`src/rtl/ioc_defines.vh`:
```
// constants shared by the channel logic: register map, field layout,
// status byte bits, condition codes and the burst time-out.
// assumes a 25 MHz system clock.
`ifndef IOC_DEFINES_VH
`define IOC_DEFINES_VH
// number of subchannels and the width of their index
`define IOC_NSUB 4
`define IOC_SW 2
// apb register byte offsets
`define IOC_OFF_MODE 8'h00
`define IOC_OFF_START 8'h04
`define IOC_OFF_STAT 8'h08
`define IOC_OFF_CSWA 8'h0c
`define IOC_OFF_CSWC 8'h10
`define IOC_OFF_ACK 8'h14
// fixed storage location of the command_list_pointer_word
`define IOC_PTR_LOC 24'h000048
// command_list_pointer_word: key [31:28], descriptor address [23:0]
`define IOC_KEY_HI 31
`define IOC_KEY_LO 28
// descriptor word 0: command [31:24], data address [23:0]
// descriptor word 1: data chain [31], command chain [30], count [15:0]
`define IOC_CMD_HI 31
`define IOC_CMD_LO 24
`define IOC_DC_BIT 31
`define IOC_CC_BIT 30
`define IOC_CMD_IN 0
`define IOC_DESC_STEP 24'h000008
`define IOC_WORD_STEP 24'h000004
// status byte bits from the device
`define IOC_ST_BUSY 4
`define IOC_ST_CE 3
`define IOC_ST_DE 2
`define IOC_ST_CUE 1
`define IOC_ST_UC 0
// condition codes of the start request
`define IOC_CC_OK 2'h0
`define IOC_CC_PEND 2'h1
`define IOC_CC_BUSY 2'h2
// burst time-out
`define IOC_BURST_NS 100000
`define IOC_CLK_NS 40
`define IOC_BURST_CYC ((`IOC_BURST_NS + `IOC_CLK_NS - 1) / `IOC_CLK_NS)
`define IOC_TMR_W 12
`endif

```
`src/rtl/ioc_sync.v`:
```
// two flip-flop synchroniser for a group of pin inputs.
// assumes data pins are stable before their qualifying tag rises.
`timescale 1ns/1ps
`default_nettype none
module ioc_sync #(
  parameter W = 1
) (
  input wire clk_i,
  input wire sys_rst_i,
  input wire [W-1:0] d_i,
  output wire [W-1:0] q_o
);
  reg [W-1:0] meta_r;
  reg [W-1:0] sync_r;
  // first stage feeds only the second
  always @(posedge clk_i)
  begin
    if (sys_rst_i)
    begin
      meta_r <= {W{1'b0}};
      sync_r <= {W{1'b0}};
    end
    else
    begin
      meta_r <= d_i;
      sync_r <= meta_r;
    end
  end
  assign q_o = sync_r;
endmodule
`default_nettype wire

```
`src/rtl/ioc_burst_tmr.v`:
```
// connection timer: flags burst mode once a device stays
// connected past the burst time-out.
// assumes conn_i is already synchronised to clk_i.
`timescale 1ns/1ps
`default_nettype none
`include "ioc_defines.vh"
module ioc_burst_tmr (
  input wire clk_i,
  input wire sys_rst_i,
  input wire conn_i,
  output wire burst_o
);
  localparam integer LIM = `IOC_BURST_CYC;
  wire [`IOC_TMR_W-1:0] lim_last = LIM[`IOC_TMR_W-1:0] - 1'b1;
  reg [`IOC_TMR_W-1:0] cnt_r;
  reg burst_r;
  // count connected cycles, burst holds until disconnect
  always @(posedge clk_i)
  begin
    if (sys_rst_i || !conn_i)
    begin
      cnt_r <= {`IOC_TMR_W{1'b0}};
      burst_r <= 1'b0;
    end
    else if (cnt_r == lim_last)
      burst_r <= 1'b1;
    else
      cnt_r <= cnt_r + 1'b1;
  end
  assign burst_o = burst_r;
endmodule
`default_nettype wire

```
`src/rtl/ioc_channel.v`:
```
// channel controller with four subchannels, apb register port,
// storage port and a tag-handshake device interface.
// assumes a single-cycle-ack storage slave on clk_i and devices
// that hold bus_in stable while their in-tag is high.
// Function
// - selector mode: one subchannel, forced burst, one transfer at a time
// - selector burst spans whole block or whole command chain
// - idle selector channel polls its devices for status
// - multiplexor: device picks multiplex or burst at any time
// - one concurrent operation per subchannel, each independent
// - idle multiplexor watches devices for data and interrupt requests
// - during burst only the bursting subchannel answers devices
// - start fetches pointer word, takes key, fetches first descriptor
// - broadcast device address, control unit echoes it back
// - send command code, device answers with status byte
// - start completes on initial status, gives condition code
// - data operation: subchannel answers device service requests
// - data chaining fetches next descriptor silently on exhaustion
// - transfer-done reports last descriptor address and residual count
// - command chaining on unit-done fetches and selects anew silently
// - unusual condition suppresses chaining and ends the program
// - one interruption at a time, conditions held until accepted
// - subchannel busy until transfer-done of last operation accepted
// - unit-done busies device, controller-free blocks control unit
// - connection past 100 us is burst mode, set by time-out
// - burst mode answers busy to new starts
//
// Decided for this implementation: register access over APB and the address map.
`timescale 1ns/1ps
`default_nettype none
`include "ioc_defines.vh"
module ioc_channel (
  input wire clk_i,
  input wire sys_rst_i,
  input wire [7:0] paddr_i,
  input wire psel_i,
  input wire penable_i,
  input wire pwrite_i,
  input wire [31:0] pwdata_i,
  output wire [31:0] prdata_o,
  output wire pready_o,
  output wire pslverr_o,
  output wire mem_req_o,
  output wire mem_we_o,
  output wire [23:0] mem_addr_o,
  output wire [3:0] mem_be_o,
  output wire [31:0] mem_wdata_o,
  output wire [3:0] mem_key_o,
  input wire [31:0] mem_rdata_i,
  input wire mem_ack_i,
  output wire [7:0] bus_out_o,
  output wire addr_out_o,
  output wire cmd_out_o,
  output wire srv_out_o,
  input wire [15:0] bus_in_i,
  input wire op_in_i,
  input wire sta_in_i,
  input wire srv_in_i
);
  // ****************************************
  // states
  // ****************************************
  localparam [3:0] S_IDLE = 4'h0;
  localparam [3:0] S_PTR = 4'h1;
  localparam [3:0] S_D0 = 4'h2;
  localparam [3:0] S_D1 = 4'h3;
  localparam [3:0] S_SEL = 4'h4;
  localparam [3:0] S_CMD = 4'h5;
  localparam [3:0] S_CMDW = 4'h6;
  localparam [3:0] S_ENDS = 4'h7;
  localparam [3:0] S_MEMS = 4'h8;
  localparam [3:0] S_MEM = 4'h9;
  localparam [3:0] S_SACK = 4'ha;
  localparam [3:0] S_STW = 4'hb;
  localparam N = `IOC_NSUB;
  // ****************************************
  // storage
  // ****************************************
  reg [3:0] state_r;
  reg [23:0] sc_adr_r [0:N-1];
  reg [15:0] sc_cnt_r [0:N-1];
  reg [23:0] sc_ccw_r [0:N-1];
  reg [7:0] sc_cmd_r [0:N-1];
  reg [1:0] sc_fl_r [0:N-1];
  reg [7:0] sc_st_r [0:N-1];
  reg [3:0] sc_key_r [0:N-1];
  reg [7:0] sc_dev_r [0:N-1];
  reg [N-1:0] sc_busy_r;
  reg [N-1:0] sc_pend_r;
  reg [N-1:0] sc_uc_r;
  reg [`IOC_SW-1:0] sub_r;
  reg [7:0] st_r;
  reg [7:0] dat_r;
  reg from_start_r;
  reg ret_srv_r;
  reg [1:0] cc_r;
  reg start_pend_r;
  reg [7:0] start_dev_r;
  reg mode_sel_r;
  reg cue_blk_r;
  reg [3:0] cue_cu_r;
  reg [23:0] csw_a_r;
  reg [23:0] csw_c_r;
  reg [`IOC_SW-1:0] ack_sub_r;
  reg ack_v_r;
  reg [7:0] bus_out_r;
  reg addr_out_r;
  reg cmd_out_r;
  reg srv_out_r;
  reg mem_req_r;
  reg mem_we_r;
  reg [23:0] mem_addr_r;
  reg [3:0] mem_be_r;
  reg [31:0] mem_wdata_r;
  reg [31:0] prdata_r;
  integer i;
  // ****************************************
  // pin synchronisers and burst timer
  // ****************************************
  wire [18:0] pins_s;
  ioc_sync #(.W(19)) u_sync (
    .clk_i(clk_i),
    .sys_rst_i(sys_rst_i),
    .d_i({op_in_i, sta_in_i, srv_in_i, bus_in_i}),
    .q_o(pins_s)
  );
  wire op_s = pins_s[18];
  wire sta_s = pins_s[17];
  wire srv_s = pins_s[16];
  wire [15:0] in_s = pins_s[15:0];
  wire burst_t;
  ioc_burst_tmr u_tmr (
    .clk_i(clk_i),
    .sys_rst_i(sys_rst_i),
    .conn_i(op_s),
    .burst_o(burst_t)
  );
  // selector mode holds burst for the whole chain
  wire burst_w = mode_sel_r ? (sc_busy_r[0] & ~sc_pend_r[0]) : burst_t;
  // device address to subchannel, selector maps all to one
  wire [`IOC_SW-1:0] in_sub = mode_sel_r ? {`IOC_SW{1'b0}} : in_s[9:8];
  wire [`IOC_SW-1:0] st_sub = mode_sel_r ? {`IOC_SW{1'b0}} : start_dev_r[1:0];
  // other subchannels stay dormant during a burst
  wire dormant = burst_t && (in_sub != sub_r);
  wire cu_blk = cue_blk_r && (cue_cu_r == start_dev_r[7:4]);
  wire [31:0] rd_sh = mem_rdata_i >> {mem_addr_r[1:0], 3'b000};
  // ****************************************
  // interruption priority, lowest index first
  // ****************************************
  wire [N-1:0] lower;
  wire [N-1:0] gnt;
  genvar g;
  generate
    for (g = 0; g < N; g = g + 1)
    begin : g_prio
      if (g == 0)
      begin : g_first
        assign lower[g] = 1'b0;
      end
      else
      begin : g_rest
        assign lower[g] = |sc_pend_r[g-1:0];
      end
      assign gnt[g] = sc_pend_r[g] & ~lower[g];
    end
  endgenerate
  wire [`IOC_SW-1:0] gsub = {gnt[3] | gnt[2], gnt[3] | gnt[1]};
  // ****************************************
  // apb decode
  // ****************************************
  wire acc = psel_i & penable_i;
  wire wr = acc & pwrite_i;
  wire hit = (paddr_i == `IOC_OFF_MODE) || (paddr_i == `IOC_OFF_START) ||
    (paddr_i == `IOC_OFF_STAT) || (paddr_i == `IOC_OFF_CSWA) ||
    (paddr_i == `IOC_OFF_CSWC) || (paddr_i == `IOC_OFF_ACK);
  assign pready_o = acc;
  assign pslverr_o = acc & ~hit;
  assign prdata_o = prdata_r;
  // read data captured in the setup cycle
  always @(posedge clk_i)
  begin
    if (sys_rst_i)
      prdata_r <= 32'h0000_0000;
    else if (psel_i && !penable_i)
    begin
      case (paddr_i)
        `IOC_OFF_MODE: prdata_r <= {31'h0, mode_sel_r};
        `IOC_OFF_START: prdata_r <= {29'h0, start_pend_r, cc_r};
        `IOC_OFF_STAT: prdata_r <= {22'h0, cue_blk_r, burst_w, sc_pend_r, sc_busy_r};
        `IOC_OFF_CSWA: prdata_r <= {8'h00, csw_a_r};
        `IOC_OFF_CSWC: prdata_r <= {8'h00, csw_c_r};
        `IOC_OFF_ACK: prdata_r <= {29'h0, ack_v_r, ack_sub_r};
        default: prdata_r <= 32'h0000_0000;
      endcase
    end
  end
  // ****************************************
  // channel sequencer
  // ****************************************
  // register writes first, sequencer sets after so a set wins
  always @(posedge clk_i)
  begin
    if (sys_rst_i)
    begin
      state_r <= S_IDLE;
      for (i = 0; i < N; i = i + 1)
      begin
        sc_adr_r[i] <= 24'h000000;
        sc_cnt_r[i] <= 16'h0000;
        sc_ccw_r[i] <= 24'h000000;
        sc_cmd_r[i] <= 8'h00;
        sc_fl_r[i] <= 2'h0;
        sc_st_r[i] <= 8'h00;
        sc_key_r[i] <= 4'h0;
        sc_dev_r[i] <= 8'h00;
      end
      sc_busy_r <= {N{1'b0}};
      sc_pend_r <= {N{1'b0}};
      sc_uc_r <= {N{1'b0}};
      sub_r <= {`IOC_SW{1'b0}};
      st_r <= 8'h00;
      dat_r <= 8'h00;
      from_start_r <= 1'b0;
      ret_srv_r <= 1'b0;
      cc_r <= `IOC_CC_OK;
      start_pend_r <= 1'b0;
      start_dev_r <= 8'h00;
      mode_sel_r <= 1'b0;
      cue_blk_r <= 1'b0;
      cue_cu_r <= 4'h0;
      csw_a_r <= 24'h000000;
      csw_c_r <= 24'h000000;
      ack_sub_r <= {`IOC_SW{1'b0}};
      ack_v_r <= 1'b0;
      bus_out_r <= 8'h00;
      addr_out_r <= 1'b0;
      cmd_out_r <= 1'b0;
      srv_out_r <= 1'b0;
      mem_req_r <= 1'b0;
      mem_we_r <= 1'b0;
      mem_addr_r <= 24'h000000;
      mem_be_r <= 4'h0;
      mem_wdata_r <= 32'h0000_0000;
    end
    else
    begin
      // software side: mode, start request, interruption acceptance
      if (wr && paddr_i == `IOC_OFF_MODE)
        mode_sel_r <= pwdata_i[0];
      if (wr && paddr_i == `IOC_OFF_START && !start_pend_r)
      begin
        start_pend_r <= 1'b1;
        start_dev_r <= pwdata_i[7:0];
      end
      if (wr && paddr_i == `IOC_OFF_ACK)
      begin
        ack_v_r <= |sc_pend_r;
        ack_sub_r <= gsub;
        if (|sc_pend_r)
        begin
          csw_a_r <= sc_ccw_r[gsub];
          csw_c_r <= {sc_st_r[gsub], sc_cnt_r[gsub]};
          sc_pend_r[gsub] <= 1'b0;
          if (sc_st_r[gsub][`IOC_ST_CE])
          begin
            sc_busy_r[gsub] <= 1'b0;
            sc_uc_r[gsub] <= 1'b0;
          end
          if (sc_st_r[gsub][`IOC_ST_CUE])
            cue_blk_r <= 1'b0;
        end
      end
      case (state_r)
        // monitor devices, serve data before new starts
        S_IDLE:
        begin
          if (srv_s && sc_busy_r[in_sub] && !dormant)
          begin
            sub_r <= in_sub;
            dat_r <= in_s[7:0];
            if (sc_cnt_r[in_sub] == 16'h0000 && sc_fl_r[in_sub][1])
            begin
              ret_srv_r <= 1'b1;
              from_start_r <= 1'b0;
              mem_req_r <= 1'b1;
              mem_we_r <= 1'b0;
              mem_be_r <= 4'hf;
              mem_addr_r <= sc_ccw_r[in_sub] + `IOC_DESC_STEP;
              sc_ccw_r[in_sub] <= sc_ccw_r[in_sub] + `IOC_DESC_STEP;
              state_r <= S_D0;
            end
            else
              state_r <= S_MEMS;
          end
          else if (sta_s && !dormant)
          begin
            sub_r <= in_sub;
            st_r <= in_s[7:0];
            from_start_r <= 1'b0;
            srv_out_r <= 1'b1;
            state_r <= S_STW;
          end
          else if (start_pend_r)
          begin
            sub_r <= st_sub;
            if (burst_w || sc_busy_r[st_sub] || cu_blk)
            begin
              cc_r <= `IOC_CC_BUSY;
              start_pend_r <= 1'b0;
            end
            else
            begin
              from_start_r <= 1'b1;
              ret_srv_r <= 1'b0;
              sc_dev_r[st_sub] <= start_dev_r;
              sc_uc_r[st_sub] <= 1'b0;
              mem_req_r <= 1'b1;
              mem_we_r <= 1'b0;
              mem_be_r <= 4'hf;
              mem_addr_r <= `IOC_PTR_LOC;
              state_r <= S_PTR;
            end
          end
        end
        // pointer word: key and first descriptor address
        S_PTR:
        begin
          if (mem_ack_i)
          begin
            sc_key_r[sub_r] <= mem_rdata_i[`IOC_KEY_HI:`IOC_KEY_LO];
            sc_ccw_r[sub_r] <= mem_rdata_i[23:0];
            mem_addr_r <= mem_rdata_i[23:0];
            state_r <= S_D0;
          end
        end
        S_D0:
        begin
          if (mem_ack_i)
          begin
            sc_cmd_r[sub_r] <= mem_rdata_i[`IOC_CMD_HI:`IOC_CMD_LO];
            sc_adr_r[sub_r] <= mem_rdata_i[23:0];
            mem_addr_r <= sc_ccw_r[sub_r] + `IOC_WORD_STEP;
            state_r <= S_D1;
          end
        end
        S_D1:
        begin
          if (mem_ack_i)
          begin
            sc_fl_r[sub_r] <= {mem_rdata_i[`IOC_DC_BIT], mem_rdata_i[`IOC_CC_BIT]};
            sc_cnt_r[sub_r] <= mem_rdata_i[15:0];
            mem_req_r <= 1'b0;
            if (ret_srv_r)
              state_r <= S_MEMS;
            else
            begin
              addr_out_r <= 1'b1;
              bus_out_r <= sc_dev_r[sub_r];
              state_r <= S_SEL;
            end
          end
        end
        // selection: wait for the address echo
        S_SEL:
        begin
          if (op_s && in_s[15:8] == sc_dev_r[sub_r])
          begin
            addr_out_r <= 1'b0;
            cmd_out_r <= 1'b1;
            bus_out_r <= sc_cmd_r[sub_r];
            state_r <= S_CMD;
          end
        end
        S_CMD:
        begin
          if (sta_s)
          begin
            st_r <= in_s[7:0];
            cmd_out_r <= 1'b0;
            state_r <= S_CMDW;
          end
        end
        S_CMDW:
        begin
          if (!sta_s)
            state_r <= S_ENDS;
        end
        // status evaluation: condition code, chaining, pending
        S_ENDS:
        begin
          state_r <= S_IDLE;
          if (from_start_r)
          begin
            start_pend_r <= 1'b0;
            if (st_r[`IOC_ST_BUSY])
              cc_r <= `IOC_CC_BUSY;
            else if (st_r[`IOC_ST_CE] || st_r[`IOC_ST_DE])
              cc_r <= `IOC_CC_PEND;
            else
              cc_r <= `IOC_CC_OK;
          end
          if (!(from_start_r && st_r[`IOC_ST_BUSY]))
          begin
            if (from_start_r)
              sc_busy_r[sub_r] <= 1'b1;
            if (st_r[`IOC_ST_CUE])
            begin
              cue_blk_r <= 1'b1;
              cue_cu_r <= sc_dev_r[sub_r][7:4];
            end
            if (st_r[`IOC_ST_DE] && sc_fl_r[sub_r][0] && !st_r[`IOC_ST_UC] && !sc_uc_r[sub_r])
            begin
              from_start_r <= 1'b0;
              ret_srv_r <= 1'b0;
              mem_req_r <= 1'b1;
              mem_we_r <= 1'b0;
              mem_be_r <= 4'hf;
              mem_addr_r <= sc_ccw_r[sub_r] + `IOC_DESC_STEP;
              sc_ccw_r[sub_r] <= sc_ccw_r[sub_r] + `IOC_DESC_STEP;
              state_r <= S_D0;
            end
            else if (st_r[`IOC_ST_CE] || st_r[`IOC_ST_DE] || st_r[`IOC_ST_UC] ||
              st_r[`IOC_ST_CUE] || (!from_start_r && !sc_busy_r[sub_r]))
            begin
              sc_pend_r[sub_r] <= 1'b1;
              sc_st_r[sub_r] <= st_r | {7'h00, sc_uc_r[sub_r]};
            end
          end
        end
        // data byte: storage access set up from the subchannel
        S_MEMS:
        begin
          if (sc_cnt_r[sub_r] == 16'h0000)
          begin
            sc_uc_r[sub_r] <= 1'b1;
            srv_out_r <= 1'b1;
            state_r <= S_SACK;
          end
          else
          begin
            mem_req_r <= 1'b1;
            mem_we_r <= sc_cmd_r[sub_r][`IOC_CMD_IN];
            mem_addr_r <= sc_adr_r[sub_r];
            mem_be_r <= 4'h1 << sc_adr_r[sub_r][1:0];
            mem_wdata_r <= {4{dat_r}};
            state_r <= S_MEM;
          end
        end
        S_MEM:
        begin
          if (mem_ack_i)
          begin
            mem_req_r <= 1'b0;
            if (!mem_we_r)
              bus_out_r <= rd_sh[7:0];
            sc_adr_r[sub_r] <= sc_adr_r[sub_r] + 24'h000001;
            sc_cnt_r[sub_r] <= sc_cnt_r[sub_r] - 16'h0001;
            srv_out_r <= 1'b1;
            state_r <= S_SACK;
          end
        end
        S_SACK:
        begin
          if (!srv_s)
          begin
            srv_out_r <= 1'b0;
            state_r <= S_IDLE;
          end
        end
        S_STW:
        begin
          if (!sta_s)
          begin
            srv_out_r <= 1'b0;
            state_r <= S_ENDS;
          end
        end
        default: state_r <= S_IDLE;
      endcase
    end
  end
  // ****************************************
  // outputs
  // ****************************************
  assign mem_req_o = mem_req_r;
  assign mem_we_o = mem_we_r;
  assign mem_addr_o = mem_addr_r;
  assign mem_be_o = mem_be_r;
  assign mem_wdata_o = mem_wdata_r;
  assign mem_key_o = sc_key_r[sub_r];
  assign bus_out_o = bus_out_r;
  assign addr_out_o = addr_out_r;
  assign cmd_out_o = cmd_out_r;
  assign srv_out_o = srv_out_r;
endmodule
`default_nettype wire

```
`config.mk`:
```
export PLATFORM = sky130hd
export DESIGN_NAME = ioc_channel
export DESIGN_NICKNAME = d
export VERILOG_FILES = /design/src/rtl/ioc_sync.v /design/src/rtl/ioc_burst_tmr.v /design/src/rtl/ioc_channel.v
export VERILOG_INCLUDE_DIRS = /design/src /design/src/rtl
export SDC_FILE = /design/constraint.sdc
export NUM_CORES = 1
export LEC_CHECK = 0
export ABC_AREA = 1
export BUFFER_PORTS_ARGS = -buffer_cell sky130_fd_sc_hd__buf_2
export CAP_MARGIN = 20
export CORE_ASPECT_RATIO = 0.9
export CORE_MARGIN = 5
export CORE_UTILIZATION = 35
export CTS_BUF_LIST = sky130_fd_sc_hd__clkbuf_4 sky130_fd_sc_hd__clkbuf_8
export CTS_CLUSTER_DIAMETER = 60
export DETAILED_ROUTE_END_ITERATION = 7
export GPL_TIMING_DRIVEN = 0
export MAX_ROUTING_LAYER = met4
export PLACE_DENSITY_LB_ADDON = 0.3
export SYNTH_ARGS = -nofsm -noshare
export SYNTH_HDL_FRONTEND = slang
export SYNTH_SLANG_ARGS = --single-unit
```
`constraint.sdc`:
```
create_clock -name clk_i -period 3.8 [get_ports clk_i]
set_clock_uncertainty 0.05 [all_clocks]
set_input_delay 0.19 -clock clk_i [delete_from_list [all_inputs] [get_ports clk_i]]
set_output_delay 0.19 -clock clk_i [all_outputs]
set_load 0.05 [all_outputs]
```
======== Word-level counts from Yosys, hierarchy flattened ========
Memory sizes are Yosys's and may differ from the RTL's. A register that Yosys moved wholly into a read port is not among the register bits.
Cells that the tools add are included.
cells by class
  shifts and indexed selects .............. 2
  order comparisons ....................... 7
  muxes and demuxes ....................... 234
  reductions and logical operators ........ 85
  equal/unequal tests ..................... 48
  bitwise logic cells ..................... 28
  add/subtract/negate cells ............... 6
operators by type and width
  cell                   count
  $mux 24                15
  $mux 4                 46
  $pmux 24 s6            1
  $pmux 24 s5            1
  $mux 1                 99
  $mux 8                 11
  $mux 2                 38
  $reduce_or 24->1       3
  $add 24x4->24 const B  2
  $pmux 4 s11            1
  $ne 2x2->1 const B     20
  $logic_not 16->1       2
  $mux 16                2
  $shr 32x5->8           1
  $add 24x1->24 const B  1
  $add 24x3->24 const B  1
  $pmux 8 s3             1
  $reduce_or 8->1        3
  $logic_and 1x1->1      20
  $reduce_and 10->1      2
  $reduce_and 6->1       3
  $and 4x4->4            4
  $eq 4x3->1 const B     4
  $eq 4x4->1 const B     4
  other kinds (51)       125
word-level totals
  word-level logic and storage cells ...... 450
  memories kept ........................... 8
  bits in registers ....................... 236
  bits in writable memories ............... 376
memories
  name         depth  bits a word  read ports  clocked after memory_dff  write ports  line              text
  sc_adr_r     4      24           1           1                         4            ioc_channel.v:80  reg [23:0] sc_adr_r [0:N-1];
  sc_ccw_r     4      24           3           2                         4            ioc_channel.v:82  reg [23:0] sc_ccw_r [0:N-1];
  sc_cnt_r     4      16           3           2                         4            ioc_channel.v:81  reg [15:0] sc_cnt_r [0:N-1];
  sc_cmd_r     4      8            1           1                         4            ioc_channel.v:83  reg [7:0] sc_cmd_r [0:N-1];
  sc_dev_r     4      8            1           1                         4            ioc_channel.v:87  reg [7:0] sc_dev_r [0:N-1];
  sc_st_r      4      8            1           0                         4            ioc_channel.v:85  reg [7:0] sc_st_r [0:N-1];
  +2 memories  --     --           --          --                        --           --

======== Longest topological paths before layout ========
  depth in word-level cells ............... 20
  depth in mapped cells ................... 23
  depth with buffers taken out ............ 19

======== Modules after synthesis ========
A second synthesis with hierarchy kept.
second synthesis, totals
  cell total of the unflattened synthesis .. 4318
  area, all modules ....................... 32815.2 µm²
by module, submodules not included
  module         area an instance (µm²)  sequential area each (µm²)  times used  cells an instance
  ioc_channel    31086.1                 14874.3                     1           4105
  ioc_sync       1084.8                  760.7                       1           118
  ioc_burst_tmr  644.4                   260.2                       1           95

======== Worst setup path before layout ========
No wires, ideal clock.
  path kind ............................... register -> register
  from .................................... register state_r[1]
  to ...................................... memory sc_adr_r[3][0], enable pin
  setup slack ............................. 135 ps
  setup time .............................. 438 ps
  arrival ................................. 3177 ps
  stages on the path, launching flop included .. 9
  clock period less this slack ............ 3665 ps
  path through ............................ dfxtp_1 inv_2 nor2_1 nand2_1 nor2_1 inv_2 nand2_1 inv_1 o21ai_0
RTL lines
  element                   line               text
  start: declaration        ioc_channel.v:79   reg [3:0] state_r;
  start signal: assignment  ioc_channel.v:205  state_r <= S_IDLE;
  start signal: assignment  ioc_channel.v:290  state_r <= S_D0;
  start signal: assignment  ioc_channel.v:293  state_r <= S_MEMS;
  end: declaration          ioc_channel.v:80

==> flow_summary.yaml <==
cells_and_area:
  n_fill_cell: 9868
  layout.cell_area.non_filler_mm2: 0.0391
  final_net_count: 4879
  fin_util_pct: 41.4
  area_of_the_multi_input_gates_mm2: 0.0144
  seq_area_mm2: 0.0159
  fraction_of_final_layout_cells_with_drive_strength_greater_than_1_pct: 13.4
  areaGrowthSynthToFinish_pct: 17.8
worst_setup_path:
  critPathMostFrequentCell: "buf_6"
  crit_slowest_cell: "nor3_2"
  crit_path_max_incr_delay_ns: 0.43
  cp_cell_sequence: "buf_6 > inv_8 > buf_6 > buf_12 > buf_6 > buf_6 > nand2_1 > a32oi_1 > inv_1 > ha_1 > nand2_1 > nor2_2 > nand2_1 > nor2_4 > nand4_1 > buf_4 > nand2_2 > inv_2 > nand2_4 > nor3_2 > nor2_1"
  critPathArrivalTime_ns: 4.37
  cp-start-kind: "register"
  crit_type: "register to register"
  worst_path_dominant_cell_family: "buffers and inverters"
  timing.critical_path.to_type: "register"
  worstPathMaxFanout: 10
  crit_buf_inv: 9
  cp.required_ns: 4.37
timing:
  number_of_setup_violations_in_the_final_report: 1
  total_negative_setup_slack_ns: -0.00582
  final_period_minus_worst_setup_slack_ns: 3.81
  tightest_pin_transition_ns: 1.09
  report.final.hold_viol_count: 0
  slew_headroom_pct: 27.5
  fmax_ghz: 0.263
  rsz_0062_raised_after_global_routing: "no"
  timing_max_transition_violations_final: 0
  post-route-period-util_pct: 100
  fin_ws_ns: -0.00582
yosys:
  ys_top_cells_by_area: "edfxtp_1 34%, dfxtp_1 14%, nand2_1 12%"
  synth_top_cell_area_share_pct: 34.1
  avgSynthCellArea_um2: 7.51
  ys_seq_area_share_pct: 47.9
  yosysTopAreaCell: "edfxtp_1"
  synth_cell_types: 64
  synthArstFlopShare_pct: 0
  synthMostInstantiatedCell: "nand2_1"
  postSynthRegisterBits: 606
  synthesis.yosys.warnings: 0
  syn_inst: 4417
  syn-cell-area_mm2: 0.0332
  synth_enable_flop_cells: 376
  postSynth.topFlopCell: "edfxtp_1"
  ys_top_cells_by_count: "1,098 x nand2_1, 699 x nor2_1, 443 x inv_1, 429 x nand3_1, 376 x edfxtp_1"
outcome:
  status: "complete, but fails checks"
  violations: "negative setup slack"
clock_tree:
  worst_skew_pair.late_latency_ns: 0.80
  clock_tree.htree_level_count: 3
  worst_setup_hold_path_clk_slew_ns: 0.06
  cts_tree: "done"
  cts-root-buf: "clkbuf_8"
  cts_inserted_buffers: 105
  cts_num_sinks: 606
  number_of_buffers_between_clock_root_and_the_deepest_sink: 3
place:
  finalWeightedCongestion: 1.02
  post_dp_cell_area_mm2: 0.0359
  place_hpwl_um: 123000
  port_buffers: 175
power_and_ir_drop:
  netSwitchingPower_mw: 6.95
  p_sw_share_pct: 35.9
  leakage_component_of_the_power_nw: 16.6
  cellPowerDensity_mw_per_mm2: 496
  vdd.ir_drop.worst_mv: 0.508
  power.share.clock_pct: 35.3
  power.sequential.fraction_pct: 39.6
  total_power_mw: 19.4
  power.combinational.fraction_pct: 25.1
  power_report.internal_total_mw: 12.4
floorplan:
  cell_row_count: 107
  die_height_um: 302
  area_enclosed_by_the_die_boundary_mm2: 0.101
  design.portCount: 208
  design.core.area_mm2: 0.0944
  initial_utilization_pct: 35.1
  width_of_the_die_um: 334
route:
  detail-route-antenna-nets: 0
  vias: 34000
  vias_per_cell: 5.55
  drtIter0Drc: 5329
  detail_route.wirelength_um: 157000
  drt_pass1_iterations: 6
  avgRoutedWirePerCell_um: 25.7
  drt_drc_violations_left: 0
global_route:
  grt_pass1_wl_um: 220000
  global_router_s_overall_resource_usage_pct: 30.8
  number_of_antenna_violations_at_the_first_check_in_global_routing: 4
  grt_start_max_net_pins: 25
  grt_overflow_total: 0
  number_of_global_route_vias_before_repair: 30400
flow_run:
  maxCapViolations: 0
min_path:
  min_path_type: "input port to register"
placed cells by master (no fill, tap or decap), drive strengths merged, types with 198 or more instances in the layout:
cell type     n
a21oi       198
inv         479
nand2      1115
nand3       433
buf         321
nor2        735
clkbuf      271
dfxtp       230
edfxtp      376
o21ai       276
stage by stage:
stage / setup WS [ns] / hold WS, ns / std cells
floorplan: 0.135 / 0.247 / 4426
global placement: -2.88 / 0.343 / 5854
detailed placement: -0.803 / 0.347 / 5871
CTS: 0.00714 / 0.00119 / 6116
global route: 0.000825 / 0.0450 / 6121
finish: -0.00582 / 0.0520 / 6121
area by class of cell:
cell class                 count  share of cell area [%]
tap                         1253                    4.01
multi-input combinational   3096                    36.7
sequential                   606                    40.7
buffer                       240                    3.55
clock inverter                39                    1.06
clock buffer                 159                    5.03
antenna                        4                  0.0256
inverter                     482                    4.66
timing repair buffer         242                    4.22
power by group through the flow:
stage / Combinational [mW] / Clock, mW / Sequential, mW
after floorplan: 2.44 / 0 / 8.05
after global placement: 4.53 / 0 / 7.80
after detailed placement: 4.58 / 0 / 7.79
after CTS: 4.68 / 6.84 / 7.65
after global routing: 5.09 / 7.15 / 7.69
final: 4.87 / 6.84 / 7.66
state kept, by name (all words and copies together), names as in the netlist, 12 cells and up, named ones only:
name,count
prdata_o,24
csw_c_r,24
sc_cmd_r,32
sc_key_r,16
mem_addr_o,24
u_tmr.cnt_r,12
sc_st_r,32
u_sync.q_o,19
sc_adr_r,96
sc_ccw_r,96
u_sync.meta_r,19
sc_cnt_r,64
csw_a_r,24
sc_dev_r,32
worst paths after layout:
kind	startpoint	endpoint	slack, ns	depth (start not counted)
worst min register to register	u_sync.meta_r[15]$_SDFF_PP0_	u_sync.q_o[15]$_SDFF_PP0_	0.34	2
worst max-delay path	register	mem_addr_o[9]$_SDFFE_PP0P_	-0.006	21
worst min-delay path	mem_rdata_i[14]	sc_adr_r[3][14]$_DFFE_PP_	0.05	3
worst max register to register	register	mem_addr_o[9]$_SDFFE_PP0P_	-0.006	21
worst register-to-register path, cell delays in order, from the launching register on:
cell and delay (ns):
dfxtp_1 0.31, buf_6 0.16, inv_8 0.12, buf_6 0.18, buf_12 0.16, buf_6 0.21, buf_6 0.23, nand2_1 0.07
a32oi_1 0.27, inv_1 0.11, ha_1 0.24, nand2_1 0.11, nor2_2 0.07, nand2_1 0.18, nor2_4 0.07, nand4_1 0.07
buf_4 0.15, nand2_2 0.11, inv_2 0.11, nand2_4 0.15, nor3_2 0.45, nor2_1 0.08
cells by family (layout without fill, tap and decap cells):
kind of cell / Yosys count / count (layout) / synth area share, %
AOI/OAI and AO/OA: 659 / 659 / 11.3
xor gates and xnor gates: 28 / 28 / 0.740
adders and majority gates: 9 / 9 / 0.340
buffers and inverters: 724 / 1162 / 9.47
DFF: 606 / 606 / 47.9
other: 1 / 14 / 0.0113
and+or+nand+nor: 2390 / 2390 / 30.1
metal layers:
metal / global-route usage, % / vias up / wire length, um
met5: - / - / 0
met4: 8.81 / 0 / 5040
met3: 6.46 / 275 / 19000
met2: 45.2 / 2245 / 67100
met1: 43.2 / 16200 / 65900
li1: - / 15300 / -
what timing repair did:
item / CTS / global route
hold buffers: 48 / 0
gates cloned: 0 / 0
endpoints found under the setup margin: 208 / 167
endpoints found under the hold margin: 90 / 0
pin swaps: 1 / 3
setup buffers: 1 / 1
gates resized for setup: 43 / 38
(Power assumes the default switching activity.)
